**config.mk**
```make
export PLATFORM = sky130hd
export DESIGN_NAME = sbr_top
export DESIGN_NICKNAME = d
export VERILOG_FILES = /design/src/sbr_rate_gen.v /design/src/sbr_top.v
export VERILOG_INCLUDE_DIRS = /design/src
export SDC_FILE = /design/constraint.sdc
export NUM_CORES = 1
export LEC_CHECK = 0
export BUFFER_PORTS_ARGS = -buffer_cell sky130_fd_sc_hd__buf_4
export CAP_MARGIN = 20
export CORE_MARGIN = 2
export CORE_UTILIZATION = 54
export CTS_CLUSTER_DIAMETER = 40
export CTS_CLUSTER_SIZE = 25
export DETAILED_ROUTE_END_ITERATION = 8
export GPL_ROUTABILITY_DRIVEN = 0
export PLACE_DENSITY = 0.77
export SETUP_SLACK_MARGIN = 0.2
export SLEW_MARGIN = 20
export SYNTH_ARGS = -nofsm -noshare
export SYNTH_HDL_FRONTEND = slang
export SYNTH_SLANG_ARGS = --single-unit
```
**constraint.sdc**
```tcl
create_clock -name clk -period 3.2 [get_ports clk]
set_clock_uncertainty 0.1 [all_clocks]
set_input_delay 0.48 -clock clk [delete_from_list [all_inputs] [get_ports clk]]
set_output_delay 0.48 -clock clk [all_outputs]
set_load 0.005 [all_outputs]
```
**src/sbr_consts.vh**
```
// Function
// Prescaler divides bus clock by code plus one
// Rate divider divides by two to 256
// Bit rate register readable and writable anytime
// Status unused bits read zero, writes ignored
// Transfer done sets receive full flag bit7
// Receive full clears: status read, data read
// Transmit empty clears: status read, data write
// Data write without seen empty flag discarded
// Transmit empty and enable raise interrupt
// Idle write moves straight into shifter quickly
// Transfer end loads queued byte, sets empty
// Select low in fault mode sets fault flag
// Fault clears: status read, control write
// Receive or fault flag with enable interrupts
// Disable aborts, clears buffers, resets flags; the mode fault flag is kept and keeps its own clear sequence
// Divider counters held while disabled or idle; the idle hold applies in master mode only
`ifndef SBR_CONSTS_VH
`define SBR_CONSTS_VH
// Word addresses on the register bus (byte address >> 2)
`define SBR_ADDR_CTRL1 3'h0
`define SBR_ADDR_CTRL2 3'h1
`define SBR_ADDR_RATE 3'h2
`define SBR_ADDR_STAT 3'h3
`define SBR_ADDR_DATA 3'h4
`define SBR_ADDR_EVT 3'h5
`define SBR_ADDR_EMASK 3'h6
// Control one fields
`define SBR_C1_RXIE 7
`define SBR_C1_ON 6
`define SBR_C1_TXIE 5
`define SBR_C1_MASTER_SELECT 4
`define SBR_C1_SELECT_OUTPUT_ENABLE 1
// Control two field
`define SBR_C2_FEN 4
`define SBR_C2_MASK 8'h1b
// Status fields
`define SBR_ST_RXF 7
`define SBR_ST_TXE 5
`define SBR_ST_MODE_FAULT_FLAG 4
// Bit rate fields
`define SBR_BR_PRE_LSB 4
`define SBR_BR_MASK 8'h77
// Reset values
`define SBR_C1_RST 8'h04
`define SBR_C2_RST 8'h00
`define SBR_BR_RST 8'h00
// Event status bits: rx full, tx empty, mode fault
`define SBR_EVT_W 3
`endif

```
**src/sbr_rate_gen.v**
```verilog
`timescale 1ns/100ps
`default_nettype none
// Prescaler then power-of-two divider, one-cycle tick per bit half period
module sbr_rate_gen (
  input wire clk,
  input wire resetn,
  input wire hold,
  input wire [2:0] prescale_select,
  input wire [2:0] rate_divisor_select,
  output reg bit_tick
);
  reg [2:0] pre_q; // Prescaler count
  reg [7:0] div_q; // Rate divider count
  wire pre_end;
  wire [7:0] div_last;
  assign pre_end = (pre_q == prescale_select); // Divide by code plus one
  // Divisor 2^(code+1) minus one, as a terminal count
  assign div_last = (8'h02 << rate_divisor_select) - 8'h01;
  // Counters restart on hold so each transfer gets a full first period
  always @(posedge clk or negedge resetn) begin
    if (!resetn) begin
      pre_q <= 3'h0;
      div_q <= 8'h00;
      bit_tick <= 1'b0;
    end else if (hold) begin
      pre_q <= 3'h0;
      div_q <= 8'h00;
      bit_tick <= 1'b0;
    end else begin
      bit_tick <= 1'b0;
      if (pre_end) begin
        pre_q <= 3'h0;
        if (div_q >= div_last) begin
          div_q <= 8'h00;
          bit_tick <= 1'b1;
        end else begin
          div_q <= div_q + 8'h01;
        end
      end else begin
        pre_q <= pre_q + 3'h1;
      end
    end
  end
endmodule // sbr_rate_gen
`default_nettype wire

```
**src/sbr_top.v**
```verilog
`timescale 1ns/100ps
`default_nettype none
`include "sbr_consts.vh"
// Bit rate and status flag logic of a byte serial unit, Avalon-MM slave
module sbr_top (
  input wire clk,
  input wire resetn,
  input wire [2:0] avs_address,
  input wire avs_read,
  input wire avs_write,
  input wire [31:0] avs_writedata,
  output reg [31:0] avs_readdata,
  output reg avs_waitrequest,
  input wire select_n,
  input wire shift_done,
  input wire [7:0] shift_rx_byte,
  output reg shift_load,
  output reg [7:0] shift_tx_byte,
  output reg bit_rate_tick,
  output reg rate_hold,
  output reg master_mode,
  output reg irq
);
  // Register bank
  reg [7:0] control_one_q; // Control one
  reg [7:0] control_two_q; // Control two
  reg [7:0] bit_rate_setup_q; // Prescale and rate selects
  reg rx_full_flag_q; // Receive buffer full
  reg tx_empty_flag_q; // Transmit buffer empty
  reg mode_fault_flag_q; // Master mode fault
  reg [7:0] rx_buf_q; // Receive buffer
  reg [7:0] tx_buf_q; // Transmit buffer
  reg tx_full_q; // Transmit buffer holds a byte
  reg busy_q; // Shifter busy with a transfer
  reg rxf_armed_q; // Status read saw rx full
  reg txe_armed_q; // Status read saw tx empty
  reg mode_fault_flag_armed_q; // Status read saw mode fault
  reg sel_q; // Previous select level
  reg [2:0] evt_q; // Sticky event status
  reg [2:0] emask_q; // Event mask
  reg ack_q; // Access answered this cycle
  wire unit_on;
  wire master_select;
  wire fault_function_enable;
  wire select_output_enable;
  wire fault_mode;
  wire req;
  wire rd_stat;
  wire rd_data;
  wire wr_data;
  wire wr_c1;
  wire wr_ok;
  wire tick;
  wire [7:0] status_val;
  wire flag_irq;
  wire [2:0] evt_set;
  assign unit_on = control_one_q[`SBR_C1_ON];
  assign master_select = control_one_q[`SBR_C1_MASTER_SELECT];
  assign select_output_enable = control_one_q[`SBR_C1_SELECT_OUTPUT_ENABLE];
  assign fault_function_enable = control_two_q[`SBR_C2_FEN];
  // Select acts as fault input only in this one setting
  assign fault_mode = master_select & fault_function_enable & ~select_output_enable;
  // A request is taken on the cycle where waitrequest is low
  assign req = (avs_read | avs_write) & ack_q;
  assign rd_stat = req & avs_read & (avs_address == `SBR_ADDR_STAT);
  assign rd_data = req & avs_read & (avs_address == `SBR_ADDR_DATA);
  assign wr_data = req & avs_write & (avs_address == `SBR_ADDR_DATA);
  assign wr_c1 = req & avs_write & (avs_address == `SBR_ADDR_CTRL1);
  // Data write counts only after a status read saw room
  assign wr_ok = wr_data & txe_armed_q & tx_empty_flag_q & unit_on;
  // Unused status positions read zero
  assign status_val = {rx_full_flag_q, 1'b0, tx_empty_flag_q, mode_fault_flag_q, 4'h0};
  // Hardware flag interrupt sources
  assign flag_irq = (tx_empty_flag_q & control_one_q[`SBR_C1_TXIE])
    | ((rx_full_flag_q | mode_fault_flag_q) & control_one_q[`SBR_C1_RXIE]);

  // Rate generator, held while off or idle master
  sbr_rate_gen u_rate (
    .clk(clk),
    .resetn(resetn),
    .hold(rate_hold),
    .prescale_select(bit_rate_setup_q[`SBR_BR_PRE_LSB +: 3]),
    .rate_divisor_select(bit_rate_setup_q[2:0]),
    .bit_tick(tick)
  );

  // Waitrequest: one wait cycle per access, then the answer
  always @(posedge clk or negedge resetn) begin
    if (!resetn) begin
      ack_q <= 1'b0;
      avs_waitrequest <= 1'b1;
    end else begin
      ack_q <= (avs_read | avs_write) & ~ack_q;
      avs_waitrequest <= ~((avs_read | avs_write) & ~ack_q);
    end
  end

  // Read data mux, unmapped words read zero
  always @(posedge clk or negedge resetn) begin
    if (!resetn) begin
      avs_readdata <= 32'h0;
    end else if ((avs_read | avs_write) & ~ack_q & avs_read) begin
      case (avs_address)
        `SBR_ADDR_CTRL1: avs_readdata <= {24'h0, control_one_q};
        `SBR_ADDR_CTRL2: avs_readdata <= {24'h0, control_two_q};
        `SBR_ADDR_RATE: avs_readdata <= {24'h0, bit_rate_setup_q};
        `SBR_ADDR_STAT: avs_readdata <= {24'h0, status_val};
        `SBR_ADDR_DATA: avs_readdata <= {24'h0, rx_buf_q};
        `SBR_ADDR_EVT: avs_readdata <= {29'h0, evt_q};
        `SBR_ADDR_EMASK: avs_readdata <= {29'h0, emask_q};
        default: avs_readdata <= 32'h0;
      endcase
    end else begin
      avs_readdata <= 32'h0;
    end
  end

  // Configuration registers, writable at any time
  always @(posedge clk or negedge resetn) begin
    if (!resetn) begin
      control_one_q <= `SBR_C1_RST;
      control_two_q <= `SBR_C2_RST;
      bit_rate_setup_q <= `SBR_BR_RST;
      emask_q <= 3'h0;
    end else if (req & avs_write) begin
      case (avs_address)
        `SBR_ADDR_CTRL1: control_one_q <= avs_writedata[7:0];
        `SBR_ADDR_CTRL2: control_two_q <= avs_writedata[7:0] & `SBR_C2_MASK;
        `SBR_ADDR_RATE: bit_rate_setup_q <= avs_writedata[7:0] & `SBR_BR_MASK;
        `SBR_ADDR_EMASK: emask_q <= avs_writedata[2:0];
        default: emask_q <= emask_q; // Status writes change nothing
      endcase
    end
  end

  // Clear sequences: arm on status read seeing the flag set
  always @(posedge clk or negedge resetn) begin
    if (!resetn) begin
      rxf_armed_q <= 1'b0;
      txe_armed_q <= 1'b0;
      mode_fault_flag_armed_q <= 1'b0;
    end else if (rd_stat) begin
      rxf_armed_q <= rx_full_flag_q;
      txe_armed_q <= tx_empty_flag_q;
      mode_fault_flag_armed_q <= mode_fault_flag_q;
    end else begin
      if (rd_data) rxf_armed_q <= 1'b0;
      if (wr_data) txe_armed_q <= 1'b0;
      if (wr_c1) mode_fault_flag_armed_q <= 1'b0;
    end
  end

  // Buffers, shifter hand-off and flags
  always @(posedge clk or negedge resetn) begin
    if (!resetn) begin
      rx_full_flag_q <= 1'b0;
      tx_empty_flag_q <= 1'b1;
      mode_fault_flag_q <= 1'b0;
      rx_buf_q <= 8'h00;
      tx_buf_q <= 8'h00;
      tx_full_q <= 1'b0;
      busy_q <= 1'b0;
      shift_load <= 1'b0;
      shift_tx_byte <= 8'h00;
    end else if (!unit_on) begin
      // Disabled: abort, empty buffers, restart state
      rx_full_flag_q <= 1'b0;
      tx_empty_flag_q <= 1'b1;
      rx_buf_q <= 8'h00;
      tx_buf_q <= 8'h00;
      tx_full_q <= 1'b0;
      busy_q <= 1'b0;
      shift_load <= 1'b0;
      // Fault flag keeps its own clear sequence even while off
      if (wr_c1 & mode_fault_flag_armed_q) mode_fault_flag_q <= 1'b0;
    end else begin
      shift_load <= 1'b0;
      // Receive side: done sets, set wins over clear
      if (shift_done) begin
        // Overrun drops the new byte, as there is no overrun flag
        if (!rx_full_flag_q) rx_buf_q <= shift_rx_byte;
        rx_full_flag_q <= 1'b1;
      end else if (rd_data & rxf_armed_q) begin
        rx_full_flag_q <= 1'b0;
      end
      // Transmit side
      if (wr_ok) begin
        tx_buf_q <= avs_writedata[7:0];
        tx_full_q <= 1'b1;
        tx_empty_flag_q <= 1'b0;
      end else if (tx_full_q & (~busy_q | shift_done)) begin
        // Idle or just finished: byte moves to shifter
        shift_tx_byte <= tx_buf_q;
        shift_load <= 1'b1;
        tx_full_q <= 1'b0;
        busy_q <= 1'b1;
        tx_empty_flag_q <= 1'b1;
      end else if (shift_done) begin
        busy_q <= 1'b0; // Nothing queued, flag stays set
      end
      // Mode fault on falling select, set wins over clear
      if (fault_mode & sel_q & ~select_n) begin
        mode_fault_flag_q <= 1'b1;
      end else if (wr_c1 & mode_fault_flag_armed_q) begin
        mode_fault_flag_q <= 1'b0;
      end
    end
  end

  // Select edge history, tick, rate hold and master mode outputs
  always @(posedge clk or negedge resetn) begin
    if (!resetn) begin
      sel_q <= 1'b1;
      bit_rate_tick <= 1'b0;
      rate_hold <= 1'b1;
      master_mode <= 1'b0;
    end else begin
      sel_q <= select_n;
      bit_rate_tick <= tick;
      // Held off, or idle master with nothing to send
      rate_hold <= ~unit_on | (master_select & ~busy_q & ~tx_full_q);
      master_mode <= master_select;
    end
  end

  // Sticky events: set wins over write-one-to-clear
  assign evt_set = {mode_fault_flag_q, tx_empty_flag_q, rx_full_flag_q};
  always @(posedge clk or negedge resetn) begin
    if (!resetn) begin
      evt_q <= 3'h0;
      irq <= 1'b0;
    end else begin
      if (req & avs_write & (avs_address == `SBR_ADDR_EVT)) begin
        evt_q <= (evt_q & ~avs_writedata[2:0]) | evt_set;
      end else begin
        evt_q <= evt_q | evt_set;
      end
      irq <= flag_irq | (|(evt_q & emask_q));
    end
  end
endmodule // sbr_top
`default_nettype wire

```
==> flow_metrics.py <==
metrics = {
    "run_status": {
        "status": "complete, no violations",
    },
    "logic_synthesis": {
        "synth_area_mm2": 0.00412,
        "postSynthCellCount": 380,
        "yosysWarnings": 0,
        "ys_async_sr_fraction_pct": 100,
        "synth_seq_cells": 84,
        "yosysSeqAreaShare_pct": 51.1,
        "ys_types": 48,
        "avgSynthCellArea_um2": 10.8,
        "synth_edf_count": 0,
        "synth-main-ff-cell": "dfrtp_1",
    },
    "global_route": {
        "grt.total_usage_pct": 21.7,
        "grt_max_degree": 85,
        "antenna_found_initial": 0,
        "grt_pass1_vias": 2848,
        "globalRoute.totalOverflow": 0,
        "grt_pass1_wl_mm": 14.3,
    },
    "clocking": {
        "cts_resized": 0,
        "numCtsBuffers": 9,
        "post_cts_buffers": 0,
        "cts_root_buf": "clkbuf_8",
        "cts_tree": "built",
        "h-tree-depth": 3,
        "clkLatencyLatePin_ps": 350,
        "clk_pin_slew_worst_paths_ps": 90,
        "clock_sinks": 84,
        "cts_hold_buf": 0,
        "cts_max_path_buffers": 2,
    },
    "placed_design": {
        "place_hpwl_mm": 5.94,
        "dp_cells": 511,
        "port_buffers": 46,
    },
    "power": {
        "leakage_nw": 2.23,
        "power_density_mw_per_mm2": 622,
        "irDropWorstVdd_uv": 230,
    },
    "timing": {
        "finalHoldViolCount": 0,
        "maxSlewViolCount": 0,
        "whs_ps": 73.6,
        "maxClockFrequency_mhz": 367,
        "setup_viol": 0,
        "fin_setup_tns_ps": 0,
        "fin_crit_sh_pct": 85.1,
        "worstMarginPinSlew_ps": 736,
        "slew_headroom_pct": 50.9,
        "fin_crit_ps": 2720,
        "grt_setup_unrepaired": "no",
    },
    "critical_path": {
        "rr_worst_depth": 13,
        "cp_cell_sequence": "nor2_1, nand2_1, ha_1, nor3_1, a21oi_1, o21a_1, ha_1, a21oi_1, o21ai_0, a21oi_1, buf_4, nand3_1, a31oi_1",
        "worstPathRequired_ps": 3360,
        "r2r_slack_ps": 480,
        "crit_type": "reg -> reg",
        "worst_path_largest_cell_delay_ps": 450,
        "worstSetupStartpointType": "flop",
        "cp_max_fo": 12,
        "r2r-start": "bit_rate_setup_q[1]",
        "cp-end-kind": "flop",
        "cp_top_family": "compound AO/OA/AOI/OAI gates",
        "worstPathArrival_ps": 2880,
        "timing.rr.end": "u_rate.div_q[6]",
        "worst_path_max_delay_cell": "dfrtp_1",
        "cp_common_cell": "a21oi_1",
        "critical_path_buf_inv_count": 1,
    },
    "finish": {
        "area_growth_pct": 14.0,
        "final_cell_mix": "dfrtp_1 (79), buf_4 (48), nor2_1 (35)",
        "fin_nets": 482,
        "final_common_cell": "dfrtp_1",
        "multi_input_area_mm2": 0.00181,
        "insertedDiodeCount": 0,
        "drive_gt1_share_pct": 24.8,
        "stdcell_count": 527,
        "num-fill-cells": 585,
        "regArea_mm2": 0.00211,
    },
    "drt": {
        "drt_pass1_iterations": 4,
        "wl_per_cell_um": 16.2,
        "vias_per_cell": 5.57,
        "vias": 2936,
        "first_iter_violations": 259,
        "ant_nets": 0,
        "drcViolationCount": 0,
        "routed_wl_mm": 8.52,
    },
    "die": {
        "core_mm2": 0.00733,
        "start_util_pct": 56.2,
        "dieArea_mm2": 0.00835,
        "io_pins": 95,
        "die_y_um": 91.4,
        "rows": 31,
        "die_w_um": 91.4,
    },
    "run": {
        "maxCapViolations": 0,
    },
    "hold_path": {
        "hold_class": "in -> async",
    },
}
-- power by group --
| group | internal (mW) | total, mW | switching (mW) |
|---|---|---|---|
| sequential | 1.22 | 1.38 | 0.153 |
| clock | 0.545 | 0.937 | 0.392 |
| combinational | 0.278 | 0.610 | 0.332 |
-- worst max path at each step --
stage	start	end	slack, ps	cells past startpoint
CTS	bit_rate_setup_q[1]	u_rate.div_q[6]	470	13
detailed placement	bit_rate_setup_q[1]	u_rate.div_q[6]	510	13
global placement	bit_rate_setup_q[1]	u_rate.div_q[7]	630	13
floorplan	bit_rate_setup_q[1]	u_rate.div_q[7]	530	14
finish	bit_rate_setup_q[1]	u_rate.div_q[6]	480	13
global route	bit_rate_setup_q[1]	u_rate.div_q[6]	220	13
-- cell type report --
cell class,instances,share of cell area (%)
clock buffers,11,3.01
clock inverters,5,2.29
inverters,9,0.719
multi-input cells,270,38.6
flip-flops and latches,84,44.9
well taps,99,2.64
repair buffers,49,7.91
-- worst register-to-register path: stages (launching register included) --
cell and delay [ps]:
dfrtp_1 450, nor2_1 190, nand2_1 110, ha_1 270, nor3_1 160, a21oi_1 70
o21a_1 200, ha_1 290, a21oi_1 120, o21ai_0 80, a21oi_1 110, buf_4 190
nand3_1 90, a31oi_1 210
-- through the flow --
stage / utilization, % / area (um2) / worst slack (ps) / power [mW]
after floorplan: - / 4210 / 530 / 1.81
after global placement: 60.7 / 4450 / 631 / 1.96
after detailed placement: 60.7 / 4450 / 511 / 2.00
after CTS: 64.1 / 4700 / 471 / 2.93
after global routing: 64.1 / 4700 / 217 / 3.08
final: 64.1 / 4700 / 477 / 2.92
-- state kept, by name, summed over array words and instances, names as in the netlist, 3 cells and up --
name and cells:
u_rate.pre_q 3, control_two_q 4, rx_buf_q 8, tx_buf_q 8, bit_rate_setup_q 6, avs_readdata 8, emask_q 3, shift_tx_byte 8
u_rate.div_q 8, control_one_q 8, evt_q 3
-- logic make-up after synthesis --
logic type | Yosys count | synth area share [%]
compound gates | 64 | 9.77
xor+xnor | 6 | 1.27
fa+ha+maj | 10 | 3.03
buf+inv | 49 | 7.13
flops | 84 | 51.1
mux | 44 | 12.9
other cells | 1 | 0.0910
simple gates | 122 | 14.7
-- cells in the mapped netlist (9+ instances only) --
| cell | n | area [um2] |
|---|---|---|
| buf_4 | 25 | 188 |
| nor2_1 | 35 | 131 |
| nand3_1 | 14 | 70.1 |
| inv_1 | 9 | 33.8 |
| nand2_1 | 32 | 120 |
| ha_1 | 10 | 125 |
| nor3_1 | 9 | 45.0 |
| mux2i_1 | 14 | 140 |
| mux2_2 | 20 | 225 |
| a22o_1 | 10 | 87.6 |
| a21oi_1 | 23 | 115 |
| dfrtp_1 | 79 | 1980 |
| o21ai_0 | 12 | 60.1 |
-- metal layers --
metal	track usage (%)	wire (um)	up-vias
met4	6.31	116	0
met5	0	0	-
met2	35.1	4190	97
met1	29.9	3850	1470
met3	4.15	374	9
li1	-	-	1360
No activity file was read; power rests on OpenSTA's default activity.
